--- config.mk ---
export PLATFORM = sky130hd
export DESIGN_NAME = scd_decoder
export DESIGN_NICKNAME = d
export VERILOG_FILES = /design/src/verilog/scd_pkg.sv /design/src/verilog/scd_decoder.sv /design/src/verilog/scd_spi_shifter.sv
export SDC_FILE = /design/constraint.sdc
export NUM_CORES = 1
export LEC_CHECK = 0
export ABC_CLOCK_PERIOD_IN_PS = 4100
export BUFFER_PORTS_ARGS = -buffer_cell sky130_fd_sc_hd__buf_2
export CORE_MARGIN = 1
export CORE_UTILIZATION = 35
export CTS_BUF_LIST = sky130_fd_sc_hd__clkbuf_4
export CTS_CLUSTER_SIZE = 8
export DETAILED_ROUTE_END_ITERATION = 10
export GPL_TIMING_DRIVEN = 0
export PLACE_DENSITY = 0.51
export SETUP_SLACK_MARGIN = 0.1
export SLEW_MARGIN = 20
export SYNTH_ARGS = -nofsm -noshare
export SYNTH_HDL_FRONTEND = slang
export SYNTH_SLANG_ARGS = --single-unit
--- constraint.sdc ---
create_clock -name mclk -period 4.1 [get_ports mclk]
set_input_delay 0.615 -clock mclk [delete_from_list [all_inputs] [get_ports mclk]]
set_output_delay 0.615 -clock mclk [all_outputs]
set_load 0.05 [all_outputs]
--- src/verilog/scd_pkg.sv ---
// Constants, frame layouts and carrier types of the SPI configuration command decoder.
// Assumes a single 250 MHz logic clock; all timing figures convert to cycles of it.
`default_nettype none
package scd_pkg;
  localparam real CLK_PERIOD_NS = 4.0;

  // Frame layout
  localparam int unsigned FRAME_W    = 32;
  localparam int unsigned CODE_MSB   = 31;
  localparam int unsigned CODE_LSB   = 28;
  localparam int unsigned RW_BIT     = 27;
  localparam int unsigned PARITY_BIT = 0;
  localparam int unsigned CFG_MSB    = 26;
  localparam int unsigned CFG_LSB    = 1;
  localparam int unsigned OFFP_MSB   = 16;
  localparam int unsigned OFFP_LSB   = 9;
  localparam int unsigned ONP_MSB    = 8;
  localparam int unsigned ONP_LSB    = 1;
  localparam int unsigned DPAT_MSB   = 26;
  localparam int unsigned DPAT_LSB   = 17;
  localparam int unsigned STPAT_MSB  = 26;
  localparam int unsigned STPAT_LSB  = 7;
  localparam int unsigned LOGIC_SELF_TEST_MSB   = 6;
  localparam int unsigned LOGIC_SELF_TEST_LSB   = 5;
  localparam int unsigned WDOG_MSB   = 4;
  localparam int unsigned WDOG_LSB   = 3;
  localparam int unsigned STTAIL_MSB = 2;
  localparam int unsigned STTAIL_LSB = 1;

  // Command codes and fixed patterns
  localparam logic [3:0]  CODE_CFG8     = 4'h8;
  localparam logic [3:0]  CODE_DPULSE   = 4'h9;
  localparam logic [3:0]  CODE_SELFTEST = 4'hA;
  localparam logic [3:0]  CODE_CSI_LO   = 4'hB;
  localparam logic [3:0]  CODE_CSI_HI   = 4'hC;
  localparam logic [3:0]  CODE_STATUS   = 4'hD;
  localparam logic [9:0]  DPULSE_PAT    = 10'h155;
  localparam logic [19:0] SELFTEST_PAT  = 20'h55555;
  localparam logic [1:0]  SELFTEST_TAIL = 2'h2;
  localparam logic [31:0] FRAME_CSI_LO  = 32'hBAAAAAAA;
  localparam logic [31:0] FRAME_CSI_HI  = 32'hCAAAAAAB;
  localparam logic [31:0] FRAME_STATUS  = 32'hDAAAAAAA;
  localparam logic [1:0]  LOGIC_SELF_TEST_START    = 2'h1;
  localparam logic [1:0]  WDOG_ON       = 2'h1;
  localparam logic [1:0]  WDOG_OFF      = 2'h2;

  // Reset values
  localparam logic [25:0] CFG8_RST      = 26'h0000000;
  localparam logic [31:0] RSP_RST       = 32'h00000000;
  localparam logic        WDOG_RST      = 1'b0;

  // Timing figures in microseconds, converted to least whole cycles
  localparam real TDIAG_US  [4] = '{25.6, 61.2, 105.6, 150.0};
  localparam real TBLANK_US [8] = '{11.1, 15.6, 20.0, 31.1, 42.2, 53.3, 97.8, 142.2};

  function automatic int unsigned us_to_cyc(input real us);
    // Small guard keeps binary rounding of the figure from adding a cycle
    return int'($ceil(us * 1000.0 / CLK_PERIOD_NS - 0.000001));
  endfunction

  localparam int unsigned TDIAG_CYC_DEF [4] = '{us_to_cyc(TDIAG_US[0]), us_to_cyc(TDIAG_US[1]),
                                                 us_to_cyc(TDIAG_US[2]), us_to_cyc(TDIAG_US[3])};
  localparam int unsigned TBLANK_CYC_DEF [8] = '{
    us_to_cyc(TBLANK_US[0]), us_to_cyc(TBLANK_US[1]), us_to_cyc(TBLANK_US[2]),
    us_to_cyc(TBLANK_US[3]), us_to_cyc(TBLANK_US[4]), us_to_cyc(TBLANK_US[5]),
    us_to_cyc(TBLANK_US[6]), us_to_cyc(TBLANK_US[7])};

  // Output 8 configuration word, bits 26 down to 1 of the frame
  typedef struct packed {
    logic       bridge_two_enable;
    logic       peakhold_two_masking_choice;
    logic       peakhold_two_enable;
    logic [1:0] tdiag_code;
    logic       overcurrent_threshold_read_select;
    logic [5:0] overcurrent_threshold_code;
    logic [1:0] overcurrent_temperature_compensation;
    logic       overcurrent_battery_compensation;
    logic [2:0] overcurrent_blanking_time;
    logic       reengagement_strategy;
    logic       overcurrent_sense_method;
    logic       open_load_current_high;
    logic [1:0] gate_current_select;
    logic       pmos_select;
    logic       side_select;
    logic       output_enable;
  } scd_cfg8_t;

  // Operating modes derived from the stored configuration
  typedef struct packed {
    logic bridge_two_active;
    logic peakhold_two_active;
    logic peakhold_report_no_failure;
    logic peakhold_report_not_diagnosed;
    logic tdiag_code_applies;
    logic reengage_after_readout;
    logic overcurrent_read_actual;
    logic overcurrent_shunt_sense;
    logic gate_current_external;
    logic high_side_pmos;
  } scd_mode_t;
endpackage
`default_nettype wire

--- src/verilog/scd_decoder.sv ---
// Command decoder for output 8 configuration, diagnostic pulses, self-test and fixed frames.
// Assumes SPI pins synchronous to mclk; the timer extension level comes from another decoder.
// Summary of operation
// - Bridge enable bit 26 runs channels 5 to 8 as one H-bridge.
// - Bit 25 picks no-failure or not-diagnosed report in peak-and-hold mode.
// - Bit 24 runs channels 2 and 3 as a peak-and-hold pair.
// - Code 23:22 picks off-state diagnostic timer; ignored for bridge without extension.
// - Bit 21 picks fixed or compensated overcurrent threshold for readback.
// - Bits 20:15 hold the channel 8 overcurrent threshold code.
// - Bits 14:13 pick temperature compensation of the overcurrent threshold.
// - Bit 12 switches battery compensation of overcurrent detection.
// - Bits 11:9 pick overcurrent blanking time, 11.1 to 142.2 us.
// - Bit 8 picks re-engagement strategy; bridges always wait for readout.
// - Bit 7 picks drain-source monitoring or shunt overcurrent sensing.
// - Bit 6 picks 100 uA or 1 mA open-load regulator current.
// - Bits 5:4 pick gate current: external, 20, 5 or 1 mA.
// - Bit 3 picks N-channel or P-channel high-side transistor.
// - Bit 2 picks low or high side; bit 1 enables the output.
// - Bit 0 is odd parity: set when ones in bits 31:1 are even.
// - Bit 27 zero writes and reads back; one only reads back.
// - Pulse frame bits 16:9 request OFF pulses for channels 8 to 1.
// - Pulse frame bits 8:1 request ON pulses for channels 8 to 1.
// - Self-test field 6:5 equal 01 starts logic self-test and self-check.
// - Field 4:3 turns watchdog on with 01, off with 10, else unchanged.
// - Three fixed frames are recognised by their exact pattern.
`timescale 1ns/100ps
`default_nettype none
module scd_decoder
  import scd_pkg::*;
#(
  parameter int unsigned TIMER_W        = 16,
  parameter int unsigned TDIAG_CYC  [4] = TDIAG_CYC_DEF,
  parameter int unsigned TBLANK_CYC [8] = TBLANK_CYC_DEF
)(
  input  wire logic         mclk,
  input  wire logic         rstn,
  input  wire logic         spi_cs_n,
  input  wire logic         spi_sclk,
  input  wire logic         spi_mosi,
  input  wire logic         bridge_two_timer_extension,
  output logic              spi_miso,
  output logic              spi_miso_oe,
  output scd_cfg8_t         cfg8,
  output scd_mode_t         mode,
  output logic [TIMER_W-1:0] tdiag_cycles,
  output logic [TIMER_W-1:0] oc_blank_cycles,
  output logic [7:0]        diag_off_pulse,
  output logic [7:0]        diag_on_pulse,
  output logic              self_test_request,
  output logic              comm_watchdog_active,
  output logic              integrity_lo_request,
  output logic              integrity_hi_request,
  output logic              status_request,
  output logic              frame_error
);
  if (TDIAG_CYC[3] >= 2**TIMER_W || TBLANK_CYC[7] >= 2**TIMER_W || TIMER_W > 31) begin : g_chk
    $error("scd_decoder: timer counts do not fit TIMER_W");
  end

  logic        rx_done;
  logic [31:0] rx_word;
  logic        rx_len_ok;

  function automatic logic parity_ok(input logic [31:0] w);
    return ^w; // Bit 0 set for even ones above it makes the whole word odd
  endfunction

  function automatic logic [31:0] with_parity(input logic [31:1] w);
    return {w, ~^w};
  endfunction

  logic [31:0] rsp_reg, rsp_next;

  scd_spi_shifter u_shifter (
    .mclk      (mclk),
    .rstn      (rstn),
    .spi_cs_n  (spi_cs_n),
    .spi_sclk  (spi_sclk),
    .spi_mosi  (spi_mosi),
    .tx_word   (rsp_reg),
    .rx_done   (rx_done),
    .rx_word   (rx_word),
    .rx_len_ok (rx_len_ok),
    .miso      (spi_miso),
    .miso_oe   (spi_miso_oe)
  );

  scd_cfg8_t         cfg_reg, cfg_next;
  scd_mode_t         mode_reg, mode_next;
  logic [31:0]       dpulse_reg, dpulse_next;
  logic [31:0]       stest_reg, stest_next;
  logic [7:0]        offp_reg, offp_next;
  logic [7:0]        onp_reg, onp_next;
  logic              logic_self_test_reg, logic_self_test_next;
  logic              wdog_reg, wdog_next;
  logic              csi_lo_reg, csi_lo_next;
  logic              csi_hi_reg, csi_hi_next;
  logic              stat_reg, stat_next;
  logic              err_reg, err_next;
  logic [TIMER_W-1:0] tdiag_reg, tdiag_next;
  logic [TIMER_W-1:0] tblank_reg, tblank_next;

  logic [3:0] code;
  logic       wr;
  logic       good;

  assign code = rx_word[CODE_MSB:CODE_LSB];
  assign wr   = ~rx_word[RW_BIT];

  always_comb begin
    cfg_next    = cfg_reg;
    dpulse_next = dpulse_reg;
    stest_next  = stest_reg;
    rsp_next    = rsp_reg;
    offp_next   = 8'h00;
    onp_next    = 8'h00;
    logic_self_test_next   = 1'b0;
    wdog_next   = wdog_reg;
    csi_lo_next = 1'b0;
    csi_hi_next = 1'b0;
    stat_next   = 1'b0;
    err_next    = 1'b0;
    good        = 1'b0;
    if (rx_done) begin
      // Short or long frames and parity faults are dropped whole
      if (rx_len_ok && parity_ok(rx_word)) begin
        case (code)
          CODE_CFG8: begin
            good = 1'b1;
            if (wr) begin
              cfg_next = rx_word[CFG_MSB:CFG_LSB];
            end
            rsp_next = with_parity({code, rx_word[RW_BIT], cfg_next});
          end
          CODE_DPULSE: begin
            good = (rx_word[DPAT_MSB:DPAT_LSB] == DPULSE_PAT);
            if (good && wr) begin
              offp_next   = rx_word[OFFP_MSB:OFFP_LSB];
              onp_next    = rx_word[ONP_MSB:ONP_LSB];
              dpulse_next = rx_word;
            end
            if (good) begin
              rsp_next = with_parity({code, rx_word[RW_BIT], dpulse_next[26:1]});
            end
          end
          CODE_SELFTEST: begin
            good = (rx_word[STPAT_MSB:STPAT_LSB] == SELFTEST_PAT)
                && (rx_word[STTAIL_MSB:STTAIL_LSB] == SELFTEST_TAIL);
            if (good && wr) begin
              logic_self_test_next  = (rx_word[LOGIC_SELF_TEST_MSB:LOGIC_SELF_TEST_LSB] == LOGIC_SELF_TEST_START);
              stest_next = rx_word;
              if (rx_word[WDOG_MSB:WDOG_LSB] == WDOG_ON) begin
                wdog_next = 1'b1;
              end else if (rx_word[WDOG_MSB:WDOG_LSB] == WDOG_OFF) begin
                wdog_next = 1'b0;
              end
            end
            if (good) begin
              rsp_next = with_parity({code, rx_word[RW_BIT], stest_next[26:1]});
            end
          end
          CODE_CSI_LO: begin
            good        = (rx_word == FRAME_CSI_LO);
            csi_lo_next = good;
          end
          CODE_CSI_HI: begin
            good        = (rx_word == FRAME_CSI_HI);
            csi_hi_next = good;
          end
          CODE_STATUS: begin
            good      = (rx_word == FRAME_STATUS);
            stat_next = good;
          end
          default: good = 1'b0;
        endcase
        if (good && (code == CODE_CSI_LO || code == CODE_CSI_HI || code == CODE_STATUS)) begin
          rsp_next = rx_word;
        end
      end
      err_next = ~good;
    end
  end

  // Mode decode runs from the stored word, so it trails a write by one cycle
  always_comb begin
    mode_next.bridge_two_active             = cfg_reg.bridge_two_enable;
    mode_next.peakhold_two_active           = cfg_reg.peakhold_two_enable;
    mode_next.peakhold_report_no_failure    = cfg_reg.peakhold_two_enable
                                            & ~cfg_reg.peakhold_two_masking_choice;
    mode_next.peakhold_report_not_diagnosed = cfg_reg.peakhold_two_enable
                                            & cfg_reg.peakhold_two_masking_choice;
    mode_next.tdiag_code_applies            = ~(cfg_reg.bridge_two_enable
                                            & ~bridge_two_timer_extension);
    mode_next.reengage_after_readout        = cfg_reg.reengagement_strategy
                                            | cfg_reg.bridge_two_enable;
    mode_next.overcurrent_read_actual       = cfg_reg.overcurrent_threshold_read_select;
    mode_next.overcurrent_shunt_sense       = cfg_reg.overcurrent_sense_method;
    mode_next.gate_current_external         = (cfg_reg.gate_current_select == 2'h0);
    mode_next.high_side_pmos                = cfg_reg.side_select & cfg_reg.pmos_select;
    tdiag_next  = TIMER_W'(TDIAG_CYC[cfg_reg.tdiag_code]);
    tblank_next = TIMER_W'(TBLANK_CYC[cfg_reg.overcurrent_blanking_time]);
  end

  always_ff @(posedge mclk or negedge rstn) begin
    if (!rstn) begin
      cfg_reg    <= scd_cfg8_t'(CFG8_RST);
      mode_reg   <= '0;
      dpulse_reg <= RSP_RST;
      stest_reg  <= RSP_RST;
      rsp_reg    <= RSP_RST;
      offp_reg   <= 8'h00;
      onp_reg    <= 8'h00;
      logic_self_test_reg   <= 1'b0;
      wdog_reg   <= WDOG_RST;
      csi_lo_reg <= 1'b0;
      csi_hi_reg <= 1'b0;
      stat_reg   <= 1'b0;
      err_reg    <= 1'b0;
      tdiag_reg  <= '0;
      tblank_reg <= '0;
    end else begin
      cfg_reg    <= cfg_next;
      mode_reg   <= mode_next;
      dpulse_reg <= dpulse_next;
      stest_reg  <= stest_next;
      rsp_reg    <= rsp_next;
      offp_reg   <= offp_next;
      onp_reg    <= onp_next;
      logic_self_test_reg   <= logic_self_test_next;
      wdog_reg   <= wdog_next;
      csi_lo_reg <= csi_lo_next;
      csi_hi_reg <= csi_hi_next;
      stat_reg   <= stat_next;
      err_reg    <= err_next;
      tdiag_reg  <= tdiag_next;
      tblank_reg <= tblank_next;
    end
  end

  // Temperature, battery and open-load fields pass straight to the analog stages
  assign cfg8                 = cfg_reg;
  assign mode                 = mode_reg;
  assign tdiag_cycles         = tdiag_reg;
  assign oc_blank_cycles      = tblank_reg;
  assign diag_off_pulse       = offp_reg;
  assign diag_on_pulse        = onp_reg;
  assign self_test_request    = logic_self_test_reg;
  assign comm_watchdog_active = wdog_reg;
  assign integrity_lo_request = csi_lo_reg;
  assign integrity_hi_request = csi_hi_reg;
  assign status_request       = stat_reg;
  assign frame_error          = err_reg;

  AST_BRIDGE_FOLLOWS:
  assert property (@(posedge mclk) disable iff (!rstn)
    rx_done && rx_len_ok && parity_ok(rx_word) && code == CODE_CFG8 && wr
    |-> ##2 mode.bridge_two_active == $past(rx_word[26], 2))
  else $error("bridge mode does not follow bit 26");

  AST_PH_REPORT_EXCL:
  assert property (@(posedge mclk) disable iff (!rstn)
    mode.peakhold_two_active |-> (mode.peakhold_report_no_failure
                                  ^ mode.peakhold_report_not_diagnosed))
  else $error("peak-and-hold report code not exactly one");

  AST_TDIAG_IGNORED:
  assert property (@(posedge mclk) disable iff (!rstn)
    cfg8.bridge_two_enable && !bridge_two_timer_extension |=> !mode.tdiag_code_applies)
  else $error("diagnostic timer code applied in bridge without extension");

  AST_BAD_PARITY_DROPPED:
  assert property (@(posedge mclk) disable iff (!rstn)
    rx_done && !parity_ok(rx_word) |=> frame_error && $stable(cfg8) && diag_on_pulse == 8'h00)
  else $error("frame with bad parity was taken");

  AST_READ_ONLY_KEEPS:
  assert property (@(posedge mclk) disable iff (!rstn)
    rx_done && rx_word[RW_BIT] |=> $stable(cfg8) && $stable(comm_watchdog_active)
                                   && diag_off_pulse == 8'h00)
  else $error("read-only frame changed state");

  AST_OFF_PULSE_ONCE:
  assert property (@(posedge mclk) disable iff (!rstn)
    rx_done && rx_len_ok && parity_ok(rx_word) && code == CODE_DPULSE && wr
    && rx_word[DPAT_MSB:DPAT_LSB] == DPULSE_PAT
    |=> diag_off_pulse == $past(rx_word[OFFP_MSB:OFFP_LSB]) ##1 diag_off_pulse == 8'h00)
  else $error("OFF pulse request not issued once");

  AST_SELFTEST_CAUSE:
  assert property (@(posedge mclk) disable iff (!rstn)
    $rose(self_test_request) |-> $past(rx_done && code == CODE_SELFTEST
                                       && rx_word[LOGIC_SELF_TEST_MSB:LOGIC_SELF_TEST_LSB] == LOGIC_SELF_TEST_START))
  else $error("self-test request without start code");

  AST_WDOG_HOLD:
  assert property (@(posedge mclk) disable iff (!rstn)
    rx_done && (rx_word[WDOG_MSB:WDOG_LSB] == 2'h0 || rx_word[WDOG_MSB:WDOG_LSB] == 2'h3)
    |=> $stable(comm_watchdog_active))
  else $error("watchdog setting changed by a hold code");

  AST_FIXED_EXACT:
  assert property (@(posedge mclk) disable iff (!rstn)
    integrity_hi_request |-> $past(rx_word) == FRAME_CSI_HI && !frame_error)
  else $error("integrity request without exact fixed frame");

  AST_REENGAGE_BRIDGE:
  assert property (@(posedge mclk) disable iff (!rstn)
    $past(cfg8.bridge_two_enable) |-> mode.reengage_after_readout)
  else $error("bridge not forced to readout re-engagement");
endmodule
`default_nettype wire

--- src/verilog/scd_spi_shifter.sv ---
// Serial shift engine of the command port: MSB first, sample on SCLK rise, shift on fall.
// Assumes the SPI pins are synchronous to mclk and SCLK is well below mclk/2.
`timescale 1ns/100ps
`default_nettype none
module scd_spi_shifter
  import scd_pkg::*;
(
  input  wire logic        mclk,
  input  wire logic        rstn,
  input  wire logic        spi_cs_n,
  input  wire logic        spi_sclk,
  input  wire logic        spi_mosi,
  input  wire logic [31:0] tx_word,
  output logic             rx_done,
  output logic [31:0]      rx_word,
  output logic             rx_len_ok,
  output logic             miso,
  output logic             miso_oe
);
  logic        sclk_reg, sclk_next;
  logic        cs_n_reg, cs_n_next;
  logic [31:0] rx_sh_reg, rx_sh_next;
  logic [31:0] tx_sh_reg, tx_sh_next;
  logic [5:0]  cnt_reg, cnt_next;
  logic        done_reg, done_next;
  logic [31:0] word_reg, word_next;
  logic        len_reg, len_next;
  logic        miso_reg, miso_next;
  logic        oe_reg, oe_next;

  always_comb begin
    sclk_next  = spi_sclk;
    cs_n_next  = spi_cs_n;
    rx_sh_next = rx_sh_reg;
    tx_sh_next = tx_sh_reg;
    cnt_next   = cnt_reg;
    done_next  = 1'b0;
    word_next  = word_reg;
    len_next   = len_reg;
    miso_next  = miso_reg;
    oe_next    = oe_reg;
    if (!spi_cs_n && cs_n_reg) begin
      // Frame start: first bit must stand before the first rising edge
      tx_sh_next = tx_word;
      miso_next  = tx_word[31];
      cnt_next   = 6'h00;
      oe_next    = 1'b1;
    end else if (spi_cs_n && !cs_n_reg) begin
      done_next = 1'b1;
      word_next = rx_sh_reg;
      len_next  = (cnt_reg == 6'(FRAME_W));
      oe_next   = 1'b0;
    end else if (!spi_cs_n) begin
      if (spi_sclk && !sclk_reg) begin
        rx_sh_next = {rx_sh_reg[30:0], spi_mosi};
        if (cnt_reg != 6'h3F) begin
          cnt_next = cnt_reg + 6'h01;
        end
      end else if (!spi_sclk && sclk_reg) begin
        tx_sh_next = {tx_sh_reg[30:0], 1'b0};
        miso_next  = tx_sh_reg[30];
      end
    end
  end

  always_ff @(posedge mclk or negedge rstn) begin
    if (!rstn) begin
      sclk_reg  <= 1'b0;
      cs_n_reg  <= 1'b1;
      rx_sh_reg <= 32'h00000000;
      tx_sh_reg <= 32'h00000000;
      cnt_reg   <= 6'h00;
      done_reg  <= 1'b0;
      word_reg  <= 32'h00000000;
      len_reg   <= 1'b0;
      miso_reg  <= 1'b0;
      oe_reg    <= 1'b0;
    end else begin
      sclk_reg  <= sclk_next;
      cs_n_reg  <= cs_n_next;
      rx_sh_reg <= rx_sh_next;
      tx_sh_reg <= tx_sh_next;
      cnt_reg   <= cnt_next;
      done_reg  <= done_next;
      word_reg  <= word_next;
      len_reg   <= len_next;
      miso_reg  <= miso_next;
      oe_reg    <= oe_next;
    end
  end

  assign rx_done   = done_reg;
  assign rx_word   = word_reg;
  assign rx_len_ok = len_reg;
  assign miso      = miso_reg;
  assign miso_oe   = oe_reg;
endmodule
`default_nettype wire
Word-level counts from Yosys, hierarchy flattened
Memories as Yosys holds them, arrays and structs flattened. A register that Yosys moved wholly into a read port is not among the register bits.
Cells that the tools add are included.
{"block": "word_totals", "register_bits": 265, "rom_bits": 256, "inputBits": 6, "output_inout_bits": 92, "word_cells": 191, "mem_count": 1}
{"name": "(no name shown)", "depth": 8, "width": 32, "rd": 1, "rd_clocked_by_memory_dff": 1, "write_ports": 0, "line_no": "scd_decoder.sv:201", "source": "tblank_next = TIMER_W'(TBLANK_CYC[cfg_reg.overcurrent_blanking_time]);"}
{"block": "classes", "addsub": 1, "order_cmp": 1, "eq_ne": 22, "n_mux": 67, "bitwise_logic": 15, "n_reduce_logical": 36}
{"cell": "$mux W27", "count": 8}
{"cell": "$mux W31", "count": 5}
{"cell": "$mux W26", "count": 4}
{"cell": "$eq A32 B32 Y1 const B", "count": 3}
{"cell": "$mux W32", "count": 3}
{"cell": "$pmux W32 S3", "count": 1}
{"cell": "$reduce_xnor A31 Y1", "count": 3}
{"cell": "$bmux W32 S2", "count": 1}
{"cell": "$mux W8", "count": 8}
{"cell": "$mux W16", "count": 2}
{"cell": "$reduce_xor A32 Y1", "count": 1}
{"cell": "$mux W6", "count": 5}
{"cell": "$mux W1", "count": 29}
{"cell": "$eq A4 B4 Y1 const B", "count": 6}
{"cell": "$eq A20 B19 Y1 const B", "count": 1}
{"cell": "$reduce_and A4 Y1", "count": 3}
{"cell": "$eq A10 B9 Y1 const B", "count": 1}
{"cell": "$reduce_and A5 Y1", "count": 2}
{"cell": "$reduce_bool A2 Y1", "count": 5}
{"cell": "$logic_and A1 B1 Y1", "count": 9}
{"cell": "$reduce_and A3 Y1", "count": 3}
{"cell": "$not A1 Y1", "count": 8}
{"cell": "$add A6 B1 Y6 const B", "count": 1}
{"cell": "$eq A6 B6 Y1 const B", "count": 1}
{"cell": "16 further kinds", "count": 29}

Longest topological paths before layout
Gate-level depths: netlist of run 1.
{"block": "depth", "word_depth": 11, "ltp_mapped": 13, "ltp_nobuf": 10}

By module
A second synthesis of run 1 with hierarchy kept.
{"block": "hier_totals", "cells_unflattened": 1113, "hier_area_um2": 13337.8}
{"module": "scd_decoder", "instances": 1, "cells_each": 810, "area_per_inst_um2": 8780.9}
{"module": "scd_spi_shifter", "instances": 1, "cells_each": 303, "area_per_inst_um2": 4556.9}

Least setup slack after synthesis of run 1
No wires, ideal clock.
{"block": "synth_timing", "path_type": "flip-flop to flip-flop", "startpoint": "register u_shifter.word_reg[4] (netlist: u_shifter.rx_word[4])", "endpoint": "register cfg_reg, in the netlist cfg8[4]", "setup_ns": 0.128, "arrival_ns": 2.850, "t_required_ns": 3.972, "slack_ns": 1.122, "stages_incl_launch_ff": 14, "n_path_buf": 3, "synth_period_minus_slack_ns": 2.978, "path_cell_list": "dfrtp_1 -> clkbuf_1 -> inv_1 -> ha_1 -> xnor2_1 -> xnor2_1 -> xnor2_1 -> xnor2_1 -> and3_1 -> buf_2 -> nand3_2 -> nor2_2 -> buf_6 -> mux2_1"}
{"block": "synth_via", "elab_chain_len": 3}
{"item": "start: declaration", "line_no": "scd_spi_shifter.sv:26", "source": "logic [31:0] word_reg, word_next;"}
{"item": "start signal: assignment", "line_no": "scd_spi_shifter.sv:85", "source": "word_reg <= word_next;"}
{"item": "$reduce_xor A32 Y1", "line_no": "scd_decoder.sv:65", "source": "return ^w;"}
{"item": "$logic_and A1 B1 Y1", "line_no": "scd_decoder.sv:126", "source": "if (rx_len_ok && parity_ok(rx_word)) begin"}
{"item": "$reduce_and A3 Y1 (no line)"}
{"item": "end signal: assignment", "line_no": "scd_decoder.sv:206", "source": "cfg_reg <= scd_cfg8_t'(CFG8_RST);"}
{"item": "end signal: assignment", "line_no": "scd_decoder.sv:222", "source": "cfg_reg <= cfg_next;"}
{"item": "end: declaration", "line_no": "scd_decoder.sv:88", "source": "scd_cfg8_t cfg_reg, cfg_next;"}
Every way passes these cells.
A chain may end at the register's enable or synchronous reset.

Final worst setup path of run 1
{"block": "layout_timing", "startpoint": "register u_shifter.word_reg[12] (netlist: u_shifter.rx_word[12])", "endpoint": "register dpulse_reg[9]"}
{"block": "layout_via", "elab_chain_len": 3}
{"item": "$reduce_xor A32 Y1", "line_no": "scd_decoder.sv:65"}
{"item": "$logic_and A1 B1 Y1", "line_no": "scd_decoder.sv:126"}
{"item": "$reduce_and A3 Y1 (no line)"}
{"item": "end signal: assignment", "line_no": "scd_decoder.sv:224", "source": "dpulse_reg <= dpulse_next;"}
{"item": "end: declaration", "line_no": "scd_decoder.sv:90", "source": "logic [31:0] dpulse_reg, dpulse_next;"}
Every way passes these cells.

==> results of run 1 <==
[placed cells by master (no fill, tap or decap), types with 5 or more instances in the layout]
cell / n
and2_1: 23
mux2_2: 57
and3_1: 5
buf_2: 109
a221o_1: 6
nand4_1: 6
clkinv_1: 13
ha_1: 39
buf_1: 7
xor2_1: 14
or2_1: 16
o21ai_0: 89
dfrtp_1: 274
o211ai_1: 15
buf_4: 12
a221oi_1: 5
clkbuf_4: 114
a22oi_1: 18
clkbuf_1: 42
inv_1: 44
mux2_1: 35
a21oi_1: 29
nor2b_1: 19
nor2_1: 52
mux2i_1: 67
xnor2_1: 101
nand2_1: 89
nand3_1: 7
[layout make-up]
class	instances	area [um2]
tap	468	585.6
inverter	44	165.2
fill	3622	21460
antenna	3	7.507
buffer	79	391.6
clock inverter	19	102.6
multi-input combinational	737	5563
sequential	275	6883
timing repair buffer	101	598.1
clock buffer	114	855.8
[layer usage]
metal	global-route usage, %	vias up	part of all wire, %
li1	-	4246	-
met1	25.67	4442	46
met2	28.73	241	45
met3	4.945	62	6.6
met4	6.649	0	2.2
met5	0	-	0
[path summary, 6_finish.rpt]
path	start	to	slack [ps]	cells after the start
min	bridge_two_timer_extension	mode[5]	80	2
min in group asynchronous	rstn	diag_on_pulse[2]	500	3
max reg2reg	u_shifter.rx_word[12]	dpulse_reg[9]	390	13
min reg2reg	u_shifter.tx_sh_reg[1]	u_shifter.tx_sh_reg[1]	480	2
max	u_shifter.rx_word[12]	dpulse_reg[9]	390	13
max in group asynchronous	rstn	u_shifter.rx_word[27]	2710	4
[logic make-up after synthesis]
| family | share of synthesized area [%] |
|---|---|
| mux | 13.44 |
| compound gates | 8.244 |
| buf+inv | 4.339 |
| other cells | 0.02883 |
| simple gates | 8.716 |
| xor+xnor | 8.562 |
| fa+ha+maj | 3.752 |
| flops | 52.92 |
[critical path, stage by stage (launching register included)]
cell,delay [ps]
dfrtp_1,320
clkbuf_1,510
inv_1,140
ha_1,330
xnor2_1,140
xnor2_1,140
xnor2_1,240
xnor2_1,160
and3_1,170
buf_2,180
and3_1,160
clkbuf_1,400
buf_2,350
mux2_1,350
[through the flow]
step,cells,hold WS (ps),power (mW)
floorplan,1137,319.4,3.297
global placement,1700,461.8,3.522
detailed placement,1703,469.4,3.532
CTS,1839,7.556,6.072
global route,1840,42.49,6.272
finish,1840,81.99,5.953
[power groups by stage]
stage	sequential, mW	combinational (mW)	clock (mW)
3_5_place_dp	2.87	0.664	0
5_1_grt	2.84	0.704	2.72
6_report	2.84	0.640	2.48
3_3_place_gp	2.87	0.653	0
2_1_floorplan	2.85	0.446	0
4_1_cts	2.82	0.673	2.58
[timing repair]
action	in CTS	in global routing
setup endpoints to repair	0	8
resized for setup	0	0
hold endpoints to repair	92	0
hold buffers	3	0
==> impl_results.md, run 1 <==
- Outcome: completed
- CP startpoint kind: flop
- Synth Warn #: 0
- Drc violations: 0
- Worst Skew: 37.21 ps
- Final-stage net count: 1359
- Post-synthesis async set-or-reset flop share: 100.0%
- Drt pass-1 iters: 5
- Crit Path Category: reg -> reg
- Die Y: 194.8 um
- Syn avg cell area: 11.45 um2
- Layout cells sized above 1: 23.01%
- DR WL/cell: 18.79 um
- Place WS: 287.9 ps
- Site Rows: 70
- Worst-skew pair later-pin latency: 730 ps
- CP required: 4690 ps
- Initial antenna violation count: 3
- Reg power frac: 47.7%
- GRT Residual Overflow: 0
- CTS tree: built
- Initial DRC count: 630
- Final WS setup: 386.8 ps
- Post-synth top cells: dfrtp_1 (274), xnor2_1 (101), nand2_1 (89), o21ai_0 (89), mux2i_1 (67)
- Util after Layout: 41.39%
- Area leader, netlist: dfrtp_1
- Area Growth Syn to Fin: 16.50%
- Top_reg_cell synth: dfrtp_1
- EDFF count, synth: 0
- Max transition margin: 38.55%
- Fin crit period: 3713 ps
- Switching power: 1.586 mW
- CTS buffer count: 76
- CTS root buf: clkbuf_4
- Final Setup Violations: 0
- Clock share of power: 41.6%
- Fmax: 269.3 MHz
- Most common cell in the synthesized netlist: dfrtp_1
- Hpwl dp: 24.98 mm
- CTS Sinks: 275
- Via count: 8991
- Leak pwr: 7.217 nW
- Comb pwr share: 10.7%
- Starting Density: 35.53%
- CP Capture Type: flop
- Clock buffer depth: 3
- Switching part of the total power: 26.64%
- Largest net degree at the start of global routing: 94
- Avg Vias per Cell: 4.886
- Worst-path clk slew: 60 ps
- Sequential area share after synthesis: 52.92%
- Endpoints failing hold: 0
- Worst EP arrival: 4310 ps
- Internal: 4.367 mW
- GRT Overall Usage: 18.80%
- Port bufs: 95
- Core area: 36610 um2
- Area of placed instances: 14160 um2
- HP Class: in -> reg
- Max VDD drop: 0.0001867 V
- Die Area: 37940 um2
- RSZ-0062 raised after global routing: false
- Top Ports: 98
- Mapped Area: 13010 um2
- Routed WL: 34.58 mm
- Number of global-route vias before repair: 9251
- Max-Cap Viols: 0
- PD cells: 392.9 nW/um2
- Post-route ant nets: 0
- Final Slew Violations: 0
- Top cells by area, synth: dfrtp_1 (53%), xnor2_1 (6.8%), mux2i_1 (5.2%)
- Pin slew with the least headroom to its limit: 921.7 ps
- Post-Synthesis Cells: 1136
- Crit path max fanout: 10
- FF+latch count, synth: 275
- H-tree lvl count: 3
- Fin crit share: 90.57%
- Final Cell Area: 15150 um2
- Synth cell types: 52
- Total negative slack: 0 ps
- Share of the synthesized area in the top cell type: 52.72%
- Wire length of the first global-routing pass: 54.21 mm
- Horiz. Die Dim: 194.8 um
- Gpl congestion: 0.8571
- Buffers inserted by post-CTS timing repair: 0
Note: power is estimated with default switching activity, not from simulation.
==> run 2, diff against run 1 <==
- CELL_PAD_IN_SITES_DETAIL_PLACEMENT: not set -> 0
- CELL_PAD_IN_SITES_GLOBAL_PLACEMENT: not set -> 1
- PLACE_DENSITY: 0.51 -> 0.6
- SYNTH_HIERARCHICAL: not set -> 1
==> run 2 against run 1 <==
Net effect: synthesized cell count down 2.0%; first-iteration DRC count decreased by 15%; clock power rose by 3%; combinational power rose by 14%; via count up 1.1%; total power grew 3.0%; global-route usage grew 0.66 points; setup slack better by 92 ps; sequential power about the same; core utilization rose by 0.11 points; worst hold slack got worse by 8.2 ps; clock skew is 2.5 ps higher; largest cell class unchanged; largest power group unchanged; highest routed layer unchanged.
==> impl_results.md, run 2 <==
- Outcome: completed
- Post-synthesis async set-or-reset flop share: 100.0% (unchanged)
- Top Ports: 98 (unchanged)
- Fin crit period: 3622 ps (-91.63 ps)
- Internal: 4.506 mW (+3.2%)
- Starting Density: 35.49% (about the same)
- Final Power: 6.134 mW (+3.0%)
- Hold Crit Start: bridge_two_timer_extension
- Crit Path Category: reg -> reg
- Hpwl dp: 26.55 mm (+6.3%)
- CTS tree: built
- Reg power frac: 46.3% (-1.4 points)
- Leak pwr: 7.683 nW (+6.5%)
- Comb pwr share: 11.9% (+1.2 points)
- Register-to-Register Path Depth: 13 (unchanged)
- Most common cell after layout, fill and taps aside: dfrtp_1
- Max transition margin: 33.77% (-4.8 points)
- Switching part of the total power: 26.53% (-0.11 points)
- Max-Cap Viols: 0 (unchanged)
- Place WS: 297.7 ps (+9.819 ps)
- Initial DRC count: 533 (-15%)
- HP Class: in -> reg
- Most frequent cells in the layout: dfrtp_1 (274), mux2_2 (146), clkbuf_4 (114)
- Critical Path Start: u_shifter/rx_word[10]
- Endpoints failing hold: 0 (unchanged)
- Worst-skew pair later-pin latency: 760 ps (+30 ps)
- Share of the synthesized area in the top cell type: 51.41% (-1.3 points)
- Number of global-route vias before repair: 9132 (-1.3%)
- Wire length of the first global-routing pass: 56.09 mm (+3.5%)
- R2r setup slk: 480 ps (+90 ps)
- Critical path's largest stage delay: 370 ps (-140 ps)
- Syn avg cell area: 11.98 um2 (+4.7%)
- End of the worst register-to-register path: cfg8[13]
- Top cells by area, synth: dfrtp_1 (51%), mux2_2 (12%), xnor2_1 (5.5%)
- Hold depth: 2 (unchanged)
- Top_reg_cell synth: dfrtp_1
- Via count: 9093 (+1.1%)
- GRT Residual Overflow: 0 (unchanged)
- Switching power: 1.627 mW (+2.6%)
- Mapped Area: 13340 um2 (+2.5%)
- Clock buffer depth: 3 (unchanged)
- EDFF count, synth: 0 (unchanged)
- PD cells: 393.3 nW/um2 (about the same)
- Synth cell types: 67 (+29%)
- Crit path max fanout: 10 (unchanged)
- CTS root buf: clkbuf_4
- Clock share of power: 41.8% (+0.2 points)
- Worst Skew: 39.74 ps (+2.529 ps)
- RSZ-0062 raised after global routing: false
- Fmax: 276.1 MHz (+2.5%)
- Total negative slack: 0 ps (unchanged)
- Drc violations: 0 (unchanged)
- Synth Warn #: 6 (+6)
- Site Rows: 71 (+1.4%)
- Area leader, netlist: dfrtp_1
- Post-synth top cells: dfrtp_1 (274), mux2_2 (146), xnor2_1 (83), nand2_1 (72), o21ai_0 (71)
- CP bufs+invs: 4 (-1)
- Final Slew Violations: 0 (unchanged)
- Final-stage net count: 1343 (-1.2%)
- Core area: 37580 um2 (+2.6%)
- Horiz. Die Dim: 197.2 um (+1.3%)
- Worst EP arrival: 4230 ps (-80 ps)
- Sequential area share after synthesis: 51.60% (-1.3 points)
- Final Setup Violations: 0 (unchanged)
- DR WL/cell: 19.67 um (+4.6%)
- Die Y: 197.2 um (+1.3%)
- Reg2reg start: u_shifter/rx_word[10]
- Most common cell in the synthesized netlist: dfrtp_1
- CTS Sinks: 275 (unchanged)
- FF+latch count, synth: 275 (unchanged)
- Fin crit share: 88.33% (-2.2 points)
- CP Capture Type: flop
- CTS buffer count: 77 (+1.3%)
- Routed WL: 36.66 mm (+6.0%)
- Port bufs: 95 (unchanged)
- Drt pass-1 iters: 6 (+1)
- GRT Overall Usage: 19.45% (+0.66 points)
- CP max stage cell: ha_1
- Max VDD drop: 0.0002177 V (+17%)
- Post-route ant nets: 0 (unchanged)
- Avg Vias per Cell: 4.878 (-0.17%)
- Worst-path clk slew: 60 ps (about the same)
- CP delay by family, top: buffers and inverters
- Largest net degree at the start of global routing: 94 (unchanged)
- Hold Path Sink: mode[5]
- Gpl congestion: 0.8703 (+1.5%)
- Area Growth Syn to Fin: 16.92%
- Post-Synthesis Cells: 1113 (-2.0%)
- Critical-path cell list: buf_2, inv_1, ha_1, xor2_1, xnor2_1, xnor2_1, xnor2_1, and3_1, buf_2, nand3_2, nor2_4, buf_2, mux2_1
- Final WS setup: 478.4 ps (+91.63 ps)
- Die Area: 38890 um2 (+2.5%)
- Initial antenna violation count: 1 (-2)
- H-tree lvl count: 3 (unchanged)
- CP required: 4700 ps (about the same)
- Pin slew with the least headroom to its limit: 993.5 ps (+71.79 ps)
- CP startpoint kind: flop
- Layout cells sized above 1: 31.09% (+8.1 points)
run 2: cell types whose count changed in the layout (fill, tap and decap cells not counted), moves of 13 or more:
cell and delta:
mux2_2 +89, mux2_1 -29, a21o_1 +16, mux2i_1 -24, o21ai_0 -18, xnor2_1 -18
nor2b_1 -17, o211ai_1 -13, and2_1 +17, a21oi_1 -18, nand2b_1 +17, nand2_1 -17
nor2_1 -16, or2_1 -16
run 2: repair_timing:
item / CTS / global route
gates resized for setup: 0 / 4
hold endpoints to repair: 35 / 0
endpoints found under the setup margin: 0 / 8
hold buffers: 3 / 0
buffers inserted: 0 / 4
run 2: power by group through the flow:
stage / logic, mW / registers (mW) / clock network (mW)
floorplan: 0.500 / 2.86 / 0
global placement: 0.724 / 2.89 / 0
detailed placement: 0.737 / 2.89 / 0
CTS: 0.741 / 2.84 / 2.67
global route: 0.789 / 2.85 / 2.81
finish: 0.730 / 2.84 / 2.56
run 2: through the flow:
stage / hold WS [ps] / cells / area, um2 / util (%)
final: 73.76 / 1864 / 15600 / 41.50
after global routing: 19.81 / 1863 / 15590 / 41.49
after CTS: 2.627 / 1858 / 15560 / 41.40
after detailed placement: 468.5 / 1723 / 14550 / 38.72
after global placement: 460.7 / 1720 / 14460 / 38.47
after floorplan: 319.4 / 1114 / 13340 / -
run 2: how the worst max path moves through the flow:
| stage | end | cells after the start | slack (ps) |
|---|---|---|---|
| 6_report | cfg8[13] | 13 | 480 |
| 5_1_grt | rsp_reg[26] | 10 | 220 |
| 4_1_cts | cfg8[10] | 13 | 260 |
| 3_5_place_dp | cfg8[19] | 13 | 300 |
| 3_3_place_gp | diag_on_pulse[0] | 1 | -2960 |
| 2_1_floorplan | cfg8[10] | 13 | 1130 |
run 2: layout make-up:
| class | instances | area [um2] |
|---|---|---|
| Fill cell | 3692 | 21980 |
| Sequential cell | 275 | 6883 |
| Multi-Input combinational cell | 721 | 5897 |
| Clock buffer | 114 | 855.8 |
| Tap cell | 511 | 639.4 |
| Timing Repair Buffer | 105 | 628.1 |
| Buffer | 80 | 421.7 |
| Inverter | 38 | 142.6 |
| Clock inverter | 18 | 122.6 |
| Antenna cell | 2 | 5.005 |
run 2: per-layer routing:
layer / track usage (%) / up-vias / part of all wire (%)
li1: - / 4233 / -
met1: 27.19 / 4536 / 47
met2: 29.36 / 254 / 45
met3: 4.405 / 70 / 5.5
met4: 7.120 / 0 / 2.7
met5: 0 / - / 0
run 2: logic make-up (layout without fill, tap and decap cells):
logic type,Yosys count,after routing,share of synthesized area (%)
xor gates and xnor gates,112,112,8.030
and+or+nand+nor,215,215,8.546
other,1,4,0.02812
adders and majority gates,39,39,3.659
DFF,275,275,51.60
muxes,196,196,16.16
AOI/OAI and AO/OA,157,157,7.758
buffers and inverters,118,355,4.212
